**config.mk**
```make
export PLATFORM = sky130hd
export DESIGN_NAME = sel_mapper
export DESIGN_NICKNAME = d
export VERILOG_FILES = /design/src/verilog/sel_pkg.sv /design/src/verilog/sel_mapper.sv /design/src/verilog/sel_lamp_cell.sv
export SDC_FILE = /design/constraint.sdc
export NUM_CORES = 1
export LEC_CHECK = 0
export BUFFER_PORTS_ARGS = -buffer_cell sky130_fd_sc_hd__clkbuf_2
export CAP_MARGIN = 30
export CORE_MARGIN = 1.5
export CORE_UTILIZATION = 59
export CTS_CLUSTER_DIAMETER = 80
export DETAILED_ROUTE_END_ITERATION = 16
export GPL_TIMING_DRIVEN = 0
export PLACE_DENSITY = 0.84
export SETUP_SLACK_MARGIN = 0.05
export SYNTH_ARGS = -nofsm -noshare
export SYNTH_HDL_FRONTEND = slang
export SYNTH_SLANG_ARGS = --single-unit
```
**constraint.sdc**
```tcl
create_clock -name sys_clk_in -period 85.2 [get_ports sys_clk_in]
set_input_delay 0 -clock sys_clk_in [delete_from_list [all_inputs] [get_ports sys_clk_in]]
set_output_delay 0 -clock sys_clk_in [all_outputs]
set_load 0.005 [all_outputs]
```
**src/verilog/sel_pkg.sv**
```systemverilog
// Constants for the sensor event to lamp mapping block.
// Notes on behaviour
// - Each set-B enable bit includes (1) or excludes (0) one event; any included event fires.
// - Set-B upper byte: touch bit 6, move high 5, move low 4, buttons 11..8.
// - Every set-B member is enabled independently of all other members.
// - Segment change needs position hysteresis, 0x00..0x64 percent of top, default 0x02.
// - Wake sequence length one to six keys, each naming the expected event.
// - Wake length zero wakes on any sensor event without checking keys.
// - An output with automatic lighting follows only its mapped event or event set.
// - An output mapped to a set is controlled by any member event of that set; set-A bit 14 does nothing here unless it is the only member (segment mode).
// - Button or slider touch mapping: ON at touch, OFF at release.
// - Move low: ON at move low, OFF at move high or release; high symmetric.
// - Slider splits into as many segments as outputs mapped to the segment event.
// - Lowest pin takes lowest segment; ON while segment touched, OFF when released.
// - Mapping code 0x0C selects event set A for that output.
// - Four-bit map per pin, pin 7 high nibble first; 0x00-0x0B buttons, 0x0C-0x0F.
// - Several outputs may share one event and switch together.
// - Wake keys four bits: buttons, 0x0C touch, 0x0D low, 0x0E high; first step lowest.
package sel_pkg;

  // ---------------------------------------------------------------------------
  // Register offsets
  // ---------------------------------------------------------------------------
  localparam logic [7:0] ADDR_WAKE_LEN   = 8'h33;
  localparam logic [7:0] ADDR_WAKE_BYTE0 = 8'h34;
  localparam logic [7:0] ADDR_WAKE_BYTE1 = 8'h35;
  localparam logic [7:0] ADDR_WAKE_BYTE2 = 8'h36;
  localparam logic [7:0] ADDR_MAP0       = 8'h37;
  localparam logic [7:0] ADDR_MAP1       = 8'h38;
  localparam logic [7:0] ADDR_MAP2       = 8'h39;
  localparam logic [7:0] ADDR_MAP3       = 8'h3A;
  localparam logic [7:0] ADDR_SET_A_UP   = 8'h3B;
  localparam logic [7:0] ADDR_SET_A_LO   = 8'h3C;
  localparam logic [7:0] ADDR_SET_B_UP   = 8'h3D;
  localparam logic [7:0] ADDR_SET_B_LO   = 8'h3E;
  localparam logic [7:0] ADDR_HYST       = 8'h3F;
  localparam logic [7:0] ADDR_AUTOLIGHT  = 8'h43;

  // ---------------------------------------------------------------------------
  // Reset values
  // ---------------------------------------------------------------------------
  localparam logic [2:0]  RST_WAKE_LEN   = 3'h0;
  localparam logic [23:0] RST_WAKE_KEYS  = 24'h00_0000;
  localparam logic [31:0] RST_MAP        = 32'h0000_0000;
  localparam logic [14:0] RST_SET        = 15'h0000;
  localparam logic [7:0]  RST_HYST       = 8'h02;
  localparam logic [7:0]  RST_AUTOLIGHT  = 8'hFF;
  localparam logic [7:0]  HYST_MAX       = 8'h64;

  // ---------------------------------------------------------------------------
  // Field positions and event codes
  // ---------------------------------------------------------------------------
  localparam int          SET_BIT_LOW    = 12;
  localparam int          SET_BIT_HIGH   = 13;
  localparam int          SET_BIT_TOP    = 14;
  localparam logic [3:0]  CODE_BTN_LAST  = 4'hB;
  localparam logic [3:0]  CODE_SET_A     = 4'hC;
  localparam logic [3:0]  CODE_SET_B     = 4'hD;
  localparam logic [3:0]  CODE_MOVE_LOW  = 4'hE;
  localparam logic [3:0]  CODE_MOVE_HIGH = 4'hF;
  localparam logic [3:0]  KEY_TOUCH      = 4'hC;
  localparam logic [3:0]  KEY_LOW        = 4'hD;
  localparam logic [3:0]  KEY_HIGH       = 4'hE;
  localparam logic [2:0]  WAKE_LEN_MAX   = 3'h6;

endpackage

```
**src/verilog/sel_mapper.sv**
```systemverilog
// Sensor event to lamp mapping, segment tracking and wake sequence logic.
`timescale 1ns/1ps
module sel_mapper
  import sel_pkg::*;
#(
  parameter int             PINS       = 8,
  parameter int             POS_W      = 10,
  parameter logic [9:0]     SLIDER_TOP = 10'h3FF
)
(
  input  wire logic             sys_clk_in,
  input  wire logic             rst_in,
  input  wire logic             reg_wr_in,
  input  wire logic [7:0]       reg_addr_in,
  input  wire logic [7:0]       reg_wdata_in,
  output logic      [7:0]       reg_rdata_out,
  input  wire logic             scan_done_in,
  input  wire logic [11:0]      button_touch_in,
  input  wire logic             slider_touch_in,
  input  wire logic             move_low_in,
  input  wire logic             move_high_in,
  input  wire logic [POS_W-1:0] slider_pos_in,
  input  wire logic             doze_in,
  output logic                  wake_out,
  output logic      [PINS-1:0]  general_output_pin_out
);

  // ---------------------------------------------------------------------------
  // Register file
  // ---------------------------------------------------------------------------
  logic [2:0]  wake_sequence_length, next_wake_len;
  logic [23:0] wake_keys, next_wake_keys;
  logic [31:0] lamp_map, next_lamp_map;
  logic [14:0] event_set_a_members, next_set_a;
  logic [14:0] event_set_b, next_set_b;
  logic [7:0]  segment_change_hysteresis, next_hyst;
  logic [7:0]  autolight, next_autolight;
  logic [7:0]  next_rdata;

  always_comb begin
    next_wake_len  = wake_sequence_length;
    next_wake_keys = wake_keys;
    next_lamp_map  = lamp_map;
    next_set_a     = event_set_a_members;
    next_set_b     = event_set_b;
    next_hyst      = segment_change_hysteresis;
    next_autolight = autolight;
    if (reg_wr_in) begin
      case (reg_addr_in)
        ADDR_WAKE_LEN:  next_wake_len = reg_wdata_in[2:0];
        ADDR_WAKE_BYTE0: next_wake_keys[23:16] = reg_wdata_in;
        ADDR_WAKE_BYTE1: next_wake_keys[15:8] = reg_wdata_in;
        ADDR_WAKE_BYTE2: next_wake_keys[7:0] = reg_wdata_in;
        ADDR_MAP0:      next_lamp_map[31:24] = reg_wdata_in;
        ADDR_MAP1:      next_lamp_map[23:16] = reg_wdata_in;
        ADDR_MAP2:      next_lamp_map[15:8] = reg_wdata_in;
        ADDR_MAP3:      next_lamp_map[7:0] = reg_wdata_in;
        ADDR_SET_A_UP:  next_set_a[14:8] = reg_wdata_in[6:0];
        ADDR_SET_A_LO:  next_set_a[7:0] = reg_wdata_in;
        ADDR_SET_B_UP:  next_set_b[14:8] = reg_wdata_in[6:0];
        ADDR_SET_B_LO:  next_set_b[7:0] = reg_wdata_in;
        ADDR_HYST:      next_hyst = reg_wdata_in;
        ADDR_AUTOLIGHT: next_autolight = reg_wdata_in;
        default:        next_wake_len = wake_sequence_length;
      endcase
    end
    case (reg_addr_in)
      ADDR_WAKE_LEN:  next_rdata = {5'h00, wake_sequence_length};
      ADDR_WAKE_BYTE0: next_rdata = wake_keys[23:16];
      ADDR_WAKE_BYTE1: next_rdata = wake_keys[15:8];
      ADDR_WAKE_BYTE2: next_rdata = wake_keys[7:0];
      ADDR_MAP0:      next_rdata = lamp_map[31:24];
      ADDR_MAP1:      next_rdata = lamp_map[23:16];
      ADDR_MAP2:      next_rdata = lamp_map[15:8];
      ADDR_MAP3:      next_rdata = lamp_map[7:0];
      ADDR_SET_A_UP:  next_rdata = {1'b0, event_set_a_members[14:8]};
      ADDR_SET_A_LO:  next_rdata = event_set_a_members[7:0];
      ADDR_SET_B_UP:  next_rdata = {1'b0, event_set_b[14:8]};
      ADDR_SET_B_LO:  next_rdata = event_set_b[7:0];
      ADDR_HYST:      next_rdata = segment_change_hysteresis;
      ADDR_AUTOLIGHT: next_rdata = autolight;
      default:        next_rdata = 8'h00;
    endcase
  end

  always_ff @(posedge sys_clk_in) begin
    if (rst_in) begin
      wake_sequence_length      <= RST_WAKE_LEN;
      wake_keys                 <= RST_WAKE_KEYS;
      lamp_map                  <= RST_MAP;
      event_set_a_members       <= RST_SET;
      event_set_b               <= RST_SET;
      segment_change_hysteresis <= RST_HYST;
      autolight                 <= RST_AUTOLIGHT;
      reg_rdata_out             <= 8'h00;
    end else begin
      wake_sequence_length      <= next_wake_len;
      wake_keys                 <= next_wake_keys;
      lamp_map                  <= next_lamp_map;
      event_set_a_members       <= next_set_a;
      event_set_b               <= next_set_b;
      segment_change_hysteresis <= next_hyst;
      autolight                 <= next_autolight;
      reg_rdata_out             <= next_rdata;
    end
  end

  // ---------------------------------------------------------------------------
  // Slider move state, event edges and set levels
  // ---------------------------------------------------------------------------
  logic        low_st, high_st, next_low, next_high;
  logic [11:0] prev_btn;
  logic        prev_touch;
  logic [11:0] btn_rise;
  logic        touch_rise, any_event, set_a_lvl, set_b_lvl;

  always_comb begin
    next_low  = low_st;
    next_high = high_st;
    if (scan_done_in) begin
      if (move_low_in) begin
        next_low = 1'b1;
      end else if (move_high_in || !slider_touch_in) begin
        next_low = 1'b0;
      end
      if (move_high_in) begin
        next_high = 1'b1;
      end else if (move_low_in || !slider_touch_in) begin
        next_high = 1'b0;
      end
    end
    btn_rise   = button_touch_in & ~prev_btn;
    touch_rise = slider_touch_in & !prev_touch;
    any_event  = (|btn_rise) | touch_rise | move_low_in | move_high_in;
    set_a_lvl  = (|(event_set_a_members[11:0] & button_touch_in))
               | (event_set_a_members[SET_BIT_LOW] & next_low)
               | (event_set_a_members[SET_BIT_HIGH] & next_high);
    set_b_lvl  = (|(event_set_b[11:0] & button_touch_in))
               | (event_set_b[SET_BIT_LOW] & next_low)
               | (event_set_b[SET_BIT_HIGH] & next_high)
               | (event_set_b[SET_BIT_TOP] & slider_touch_in);
  end

  always_ff @(posedge sys_clk_in) begin
    if (rst_in) begin
      low_st     <= 1'b0;
      high_st    <= 1'b0;
      prev_btn   <= 12'h000;
      prev_touch <= 1'b0;
    end else begin
      low_st     <= next_low;
      high_st    <= next_high;
      prev_btn   <= scan_done_in ? button_touch_in : prev_btn;
      prev_touch <= scan_done_in ? slider_touch_in : prev_touch;
    end
  end

  // ---------------------------------------------------------------------------
  // Slider segments
  // ---------------------------------------------------------------------------
  logic             seg_mode;
  logic [PINS-1:0]  seg_pin;
  logic [3:0]       seg_count;
  logic [3:0]       rank [PINS];
  logic [3:0]       cur_seg, next_seg, cand;
  logic [POS_W+7:0] pos_c, prod, lo_b, hi_b, margin;

  // Segment mode needs the segment bit to be the only set-A member.
  assign seg_mode = event_set_a_members[SET_BIT_TOP] && (event_set_a_members[13:0] == 14'h0000);

  always_comb begin
    seg_count = 4'h0;
    pos_c     = {8'h00, (slider_pos_in > SLIDER_TOP) ? SLIDER_TOP : slider_pos_in};
    for (int i = 0; i < PINS; i++) begin
      seg_pin[i] = seg_mode && (lamp_map[4*i +: 4] == CODE_SET_A) && autolight[i];
      rank[i]    = seg_count;
      seg_count  = seg_count + {3'h0, seg_pin[i]};
    end
    margin   = ((POS_W+8)'(SLIDER_TOP) * (POS_W+8)'((segment_change_hysteresis > HYST_MAX) ?
               HYST_MAX : segment_change_hysteresis)) / (POS_W+8)'(100);
    prod     = pos_c * (POS_W+8)'(seg_count);
    cand     = 4'h0;
    lo_b     = '0;
    hi_b     = '0;
    next_seg = cur_seg;
    if (seg_count != 4'h0) begin
      cand = 4'((prod / ((POS_W+8)'(SLIDER_TOP) + 1'b1)));
      lo_b = ((POS_W+8)'(SLIDER_TOP) * (POS_W+8)'(cur_seg)) / (POS_W+8)'(seg_count);
      hi_b = ((POS_W+8)'(SLIDER_TOP) * (POS_W+8)'(cur_seg + 4'h1)) / (POS_W+8)'(seg_count);
      if (scan_done_in && slider_touch_in) begin
        if (touch_rise || cur_seg >= seg_count) begin
          next_seg = cand;
        end else if (cand > cur_seg && pos_c >= hi_b + margin) begin
          next_seg = cand;
        end else if (cand < cur_seg && pos_c + margin <= lo_b) begin
          next_seg = cand;
        end
      end
    end
  end

  always_ff @(posedge sys_clk_in) begin
    if (rst_in) begin
      cur_seg <= 4'h0;
    end else begin
      cur_seg <= next_seg;
    end
  end

  // ---------------------------------------------------------------------------
  // Output cells
  // ---------------------------------------------------------------------------
  for (genvar g = 0; g < PINS; g++) begin : g_cell
    sel_lamp_cell u_cell (
      .sys_clk_in  (sys_clk_in),
      .rst_in      (rst_in),
      .scan_in     (scan_done_in),
      .enable_in   (autolight[g]),
      .code_in     (lamp_map[4*g +: 4]),
      .button_in   (button_touch_in),
      .set_a_in    (set_a_lvl),
      .set_b_in    (set_b_lvl),
      .low_in      (next_low),
      .high_in     (next_high),
      .seg_mode_in (seg_mode),
      .seg_on_in   (slider_touch_in && (rank[g] == next_seg)),
      .lit_out     (general_output_pin_out[g])
    );
  end

  // ---------------------------------------------------------------------------
  // Wake sequence
  // ---------------------------------------------------------------------------
  logic [2:0] step, next_step;
  logic [3:0] key;
  logic       hit, next_wake;

  always_comb begin
    key       = wake_keys[4*step +: 4];
    hit       = ((key <= CODE_BTN_LAST) && btn_rise[key]) || ((key == KEY_TOUCH) && touch_rise)
              || ((key == KEY_LOW) && move_low_in) || ((key == KEY_HIGH) && move_high_in);
    next_step = step;
    next_wake = 1'b0;
    if (!doze_in) begin
      next_step = 3'h0;
    end else if (scan_done_in && any_event) begin
      if (wake_sequence_length == 3'h0) begin
        next_wake = 1'b1;
      end else if (wake_sequence_length <= WAKE_LEN_MAX) begin
        if (!hit) begin
          next_step = 3'h0;
        end else if (step + 3'h1 == wake_sequence_length) begin
          next_wake = 1'b1;
          next_step = 3'h0;
        end else begin
          next_step = step + 3'h1;
        end
      end
    end
  end

  always_ff @(posedge sys_clk_in) begin
    if (rst_in) begin
      step     <= 3'h0;
      wake_out <= 1'b0;
    end else begin
      step     <= next_step;
      wake_out <= next_wake;
    end
  end
endmodule

```
**src/verilog/sel_lamp_cell.sv**
```systemverilog
// One output pin's automatic lighting state.
`timescale 1ns/1ps
module sel_lamp_cell
  import sel_pkg::*;
(
  input  wire logic        sys_clk_in,
  input  wire logic        rst_in,
  input  wire logic        scan_in,
  input  wire logic        enable_in,
  input  wire logic [3:0]  code_in,
  input  wire logic [11:0] button_in,
  input  wire logic        set_a_in,
  input  wire logic        set_b_in,
  input  wire logic        low_in,
  input  wire logic        high_in,
  input  wire logic        seg_mode_in,
  input  wire logic        seg_on_in,
  output logic             lit_out
);

  logic next_lit;

  always_comb begin
    next_lit = lit_out;
    if (scan_in) begin
      if (!enable_in) begin
        next_lit = 1'b0;
      end else if (code_in <= CODE_BTN_LAST) begin
        next_lit = button_in[code_in];
      end else begin
        case (code_in)
          CODE_SET_A:     next_lit = seg_mode_in ? seg_on_in : set_a_in;
          CODE_SET_B:     next_lit = set_b_in;
          CODE_MOVE_LOW:  next_lit = low_in;
          CODE_MOVE_HIGH: next_lit = high_in;
          default:        next_lit = 1'b0;
        endcase
      end
    end
  end

  always_ff @(posedge sys_clk_in) begin
    if (rst_in) begin
      lit_out <= 1'b0;
    end else begin
      lit_out <= next_lit;
    end
  end

endmodule

```
==> impl_metrics.json, run 1 <==
{
  "crit_start": "cur_seg[0]",
  "drcViolationCount": 0,
  "rsz0062_at_grt": "no",
  "portBuffers": 56,
  "cp.arrival_ps": 48910,
  "cts_buffer_depth": 2,
  "dpl-instance-area_sq_um": 28400,
  "synthCells": 3623,
  "status": "finished, final reports clean",
  "crit_fanout": 12,
  "core_sq_um": 45500,
  "drive_gt1_frac": 0.0918,
  "r2r_start": "cur_seg[0]",
  "htreeDepth": 4,
  "synth-edff-count": 0,
  "fin_crit_sh": 0.571,
  "cap_violations": 0,
  "start_util": 0.600,
  "critPathMaxStageDelay_ps": 910,
  "hp-class": "input pin to register",
  "fin_skew_ps": 7.78,
  "antenna_left": 0,
  "die_height_um": 218,
  "place_inst": 4294,
  "overflow": 0,
  "synthArstFlopShare": 0,
  "clock_latency_ps": 430,
  "postCtsResizedCells": 0,
  "numCtsBuffers": 17,
  "clk_pin_slew_ps": 70,
  "die_w_um": 218,
  "routedWlPerCell_um": 19.0,
  "gp_congestion": 1.08,
  "wl_mm": 82.4,
  "cp_slowest_cell": "dfxtp_1",
  "num-nets-final": 4128,
  "clock_sinks": 144,
  "synth-main-ff-cell": "dfxtp_1",
  "syn_to_final_growth_pct": 6.60,
  "vias": 28500,
  "cts-root-buf": "clkbuf_16",
  "max_freq_mhz": 20.6,
  "fill_cells": 4043,
  "dpl.hpwl_mm": 65.0,
  "setup_viol": 0,
  "via_per_inst": 6.58,
  "place_ws_ps": 37320,
  "tns_ps": 0,
  "drt_iter0_drc": 3032,
  "critPathLaunchType": "register",
  "yosys_register_bits": 144,
  "hp-start": "scan_done_in",
  "antenna_found_initial": 1,
  "firstDrtPassIters": 6,
  "grt_pass1_vias": 26600,
  "die-area_sq_um": 47600,
  "ys_seq_area_frac": 0.106,
  "cts_tree": "built",
  "io-pin-count": 63,
  "fin_ws_ps": 36570,
  "grt_pass1_wl_mm": 133,
  "critPathKind": "register to register",
  "critPathCaptureType": "register",
  "worstMarginPinSlew_ps": 982,
  "avgSynthCellArea_sq_um": 7.53,
  "finalNonFillerCells": 4336,
  "ys_types": 141,
  "period_minus_slack_ps": 48630,
  "grt_usage": 0.339,
  "yosysWarnings": 0,
  "synth_area_sq_um": 27300,
  "max-slew-margin-rel": 0.327,
  "crit_top_cell": "a21oi_1",
  "slew_viol_final": 0,
  "cp.required_ps": 85490,
  "grt_max_degree": 41,
  "core.rowCount": 78,
  "stdcell_area_sq_um": 29100,
  "hold_viol": 0
}
what timing repair did:
| item | in CTS | in global routing |
|---|---|---|
| hold endpoints to repair | 25 | 0 |
| hold buffers | 9 | 0 |
| endpoints found under the setup margin | 0 | 0 |
| setup buffers | 0 | 0 |
kinds of logic after synthesis:
logic type,count (synthesis),synth area share
AOI/OAI and AO/OA,1097,0.272
muxes,183,0.0864
xor gates and xnor gates,189,0.0626
DFF,144,0.106
adders and majority gates,363,0.184
other,1,0.000137
and+or+nand+nor,1313,0.240
buffers and inverters,333,0.0486
critical path, delay by kind of cell (launching register included):
family                   cells  cell delay, ps
AND/OR/NAND/NOR             65           13280
XOR/XNOR                     2             360
adder cells (fa/ha/maj)     24            8010
buffers and inverters       18            3450
flip-flops                   1             910
AO/OA/AOI/OAI               90           20490
multiplexers                 5            1890
sequential cells by signal, indices dropped and copies added (netlist names), 4 cells and up:
register and flops:
lamp_map 32, wake_keys 24, event_set_a_members 15, event_set_b 15
prev_btn 12, autolight 8, g_cell.u_cell.lit_out 8, reg_rdata_out 8
segment_change_hysteresis 8, cur_seg 4
path summary, 6_finish.rpt:
path	endpoint	slack [ps]	cells past startpoint
max	g_cell[4].u_cell.lit_out	36570	204
min reg2reg	g_cell[3].u_cell.lit_out	470	2
min	prev_touch	110	3
max reg2reg	g_cell[4].u_cell.lit_out	36570	204
metrics by stage:
stage | utilization | hold slack [ps]
6_report | 0.640 | 109
5_1_grt | 0.640 | 128
4_1_cts | 0.639 | 99.7
3_5_place_dp | 0.625 | 326
3_3_place_gp | 0.624 | 325
2_1_floorplan | - | 118
placed cells by master (no fill, tap or decap), types with 48 or more instances in the layout:
cell / count
nand3_1: 82
a21oi_1: 266
mux2i_1: 92
o21a_1: 70
nor2_1: 326
clkbuf_1: 119
ha_1: 293
xnor2_1: 126
nand2_1: 370
xor2_1: 59
and2_1: 52
o21ai_0: 251
dfxtp_1: 144
mux2_2: 48
fa_1: 66
nor3_1: 120
a21o_1: 51
inv_1: 175
clkbuf_2: 56
nand2b_1: 61
layout make-up:
cell class / instances / area [sq um] / area share
Sequential cell: 144 / 2880 / 0.0991
Multi-Input combinational cell: 3157 / 23100 / 0.795
Buffer: 146 / 618 / 0.0212
Clock inverter: 14 / 129 / 0.00443
Clock buffer: 17 / 425 / 0.0146
Tap cell: 600 / 751 / 0.0258
Inverter: 187 / 708 / 0.0243
Timing Repair Buffer: 70 / 452 / 0.0155
Antenna cell: 1 / 2.50 / 0.0000860
routing by layer:
metal / wire length, um / GRT usage / up-vias
li1: - / - / 13600
met4: 4780 / 0.177 / 0
met1: 34200 / 0.435 / 13300
met2: 36200 / 0.552 / 1352
met5: 0 / 0 / -
met3: 7200 / 0.0505 / 320
synthesized netlist by cell type, drive strengths merged (36+ instances only):
master	number	area [sq um]
nand2	374	1420
nor2	329	1250
ha	293	3670
a21oi	273	1400
o21ai	270	1360
inv	184	691
dfxtp	144	2880
nor3	126	686
xnor2	126	1100
clkbuf	119	447
mux2i	95	980
nand3	85	440
o21a	71	541
fa	66	1320
nand2b	61	382
xor2	60	533
mux2	54	612
and2	53	333
a21o	52	398
nand4	47	343
nor2b	43	269
a211oi	41	328
a22oi	40	314
a31oi	38	268
o31ai	38	323
or2	37	231
and3	36	225
Power of run 1 is left out: the tool's default activity adds up to more than one toggle a clock period on the data nets, which glitch-free logic cannot reach.
==> inputs of run 2 (changes only) <==
PLACE_DENSITY = 0.87   (was 0.84)
clock period = 43.6 ns   (was 85.2 ns; I/O delays follow)
==> impl_metrics.json, run 2 (synthesis gave the netlist of run 1 again) <==
{
  "status": "finished, final reports clean",
  "worstMarginPinSlew_ps": 951,
  "hold_viol": 0,
  "wl_mm": 87.0,
  "path_delay_family": "compound AO/OA/AOI/OAI gates",
  "core.rowCount": 78,
  "critPathCaptureType": "register",
  "numCtsBuffers": 17,
  "overflow": 0,
  "slew_viol_final": 0,
  "num-nets-final": 4187,
  "cts_tree": "built",
  "reg_top3": "lamp_map: 32 flops, wake_keys: 24 flops",
  "finalNonFillerCells": 4396,
  "drt_iter0_drc": 2652,
  "vias": 29100,
  "seq_area_sq_um": 2900,
  "htreeDepth": 4,
  "critPathLaunchType": "register",
  "rr_worst_depth": 203,
  "r2r_start": "event_set_a_members[7]",
  "clk_pin_slew_ps": 60,
  "cp_slowest_cell": "fa_2",
  "fin_crit_sh": 0.963,
  "die-area_sq_um": 47600,
  "dpl.hpwl_mm": 66.1,
  "clock_latency_ps": 440,
  "cp.arrival_ps": 42340,
  "gp_congestion": 1.04,
  "clock_sinks": 144,
  "hold_depth": 4,
  "grt_max_degree": 41,
  "max_freq_mhz": 23.8,
  "hp-start": "scan_done_in",
  "fin_skew_ps": 13.5,
  "syn_to_final_growth_pct": 10.6,
  "cts-root-buf": "clkbuf_16",
  "max_flop_register": "lamp_map",
  "cts_buffer_depth": 2,
  "die_w_um": 218,
  "portBuffers": 56,
  "via_per_inst": 6.62,
  "max-slew-margin-rel": 0.361,
  "die_height_um": 218,
  "layout_commonest_cell": "nand2_1",
  "antenna_found_initial": 0,
  "critPathBufInv": 15,
  "cp.required_ps": 43960,
  "firstDrtPassIters": 6,
  "multi_input_area_sq_um": 23700,
  "largest_register_ffs": 32,
  "grt_pass1_vias": 26900,
  "r2r_end": "g_cell[6].u_cell.lit_out",
  "grt_usage": 0.343,
  "critPathKind": "register to register",
  "fill_cells": 3750,
  "r2r_slack_ps": 1620,
  "period_minus_slack_ps": 41980,
  "cap_violations": 0,
  "start_util": 0.600,
  "routedWlPerCell_um": 19.8,
  "io-pin-count": 63,
  "antenna_left": 0,
  "grt_pass1_wl_mm": 134,
  "critPathMaxStageDelay_ps": 600,
  "core_sq_um": 45500,
  "drive_gt1_frac": 0.131,
  "final_cell_mix": "369 x nand2_1, 312 x nor2_1, 288 x ha_1",
  "place_inst": 4294,
  "drcViolationCount": 0,
  "min_to": "wake_out",
  "hp-class": "input pin to register",
  "crit_fanout": 14,
  "setup_viol": 0
}
-- run 2: changes by cell type in the layout (fill, tap and decap cells not counted), sizes merged --
cell	before	now
clkinv	9	7
inv	190	188
buf	32	94
clkinvlp	2	4
-- run 2: metrics by stage --
stage	hold WS [ps]	setup slack, ps	utilization	instance area (sq um)	setup TNS [ps]
floorplan	118	2900	-	27300	0
global placement	283	-3650	0.624	28400	-36700
detailed placement	294	-4440	0.625	28400	-46870
CTS	88.5	108	0.646	29400	0
global route	147	-790	0.664	30200	-5300
finish	107	1620	0.664	30200	0
-- run 2: area by class of cell --
cell class                      instances  area share
Antenna cell                            1   0.0000829
Buffer                                143      0.0209
Clock buffer                           20      0.0151
Clock inverter                         12     0.00332
Inverter                              187      0.0240
Multi-Input combinational cell       3157       0.785
Sequential cell                       144      0.0959
Tap cell                              600      0.0249
Timing Repair Buffer                  132      0.0308
-- run 2: routing by layer --
metal  global-route usage  wire length (um)  vias to the layer above
li1                     -                 -                    13700
met1                0.424             34700                    13600
met2                0.584             40100                     1464
met3               0.0423              7080                      366
met4                0.172              5080                        0
met5                    0                 0                        -
-- run 2: repair_timing --
action                     in CTS  in global routing
hold endpoints to repair       28                  0
gates resized for setup        55                104
pin swaps                       7                 30
setup endpoints to repair      12                 12
buffers inserted               10                 52
hold buffers                    9                  0
-- run 2: worst min-delay path, delay by kind of cell --
family	cells	cell delay (ps)
AOI/OAI and AO/OA	1	60
buffers and inverters	1	150
and+or+nand+nor	2	270
-- run 2: worst max path at each step --
stage / cells after the start / from / end / slack [ps]
2_1_floorplan: 202 / event_set_a_members[7] / g_cell[6].u_cell.lit_out / 2900
3_3_place_gp: 202 / event_set_a_members[7] / g_cell[6].u_cell.lit_out / -3650
3_5_place_dp: 201 / event_set_a_members[7] / g_cell[3].u_cell.lit_out / -4440
4_1_cts: 209 / event_set_a_members[1] / g_cell[6].u_cell.lit_out / 110
5_1_grt: 211 / event_set_a_members[7] / g_cell[6].u_cell.lit_out / -790
6_report: 203 / event_set_a_members[7] / g_cell[6].u_cell.lit_out / 1620
Power of run 2 is left out for the same reason.
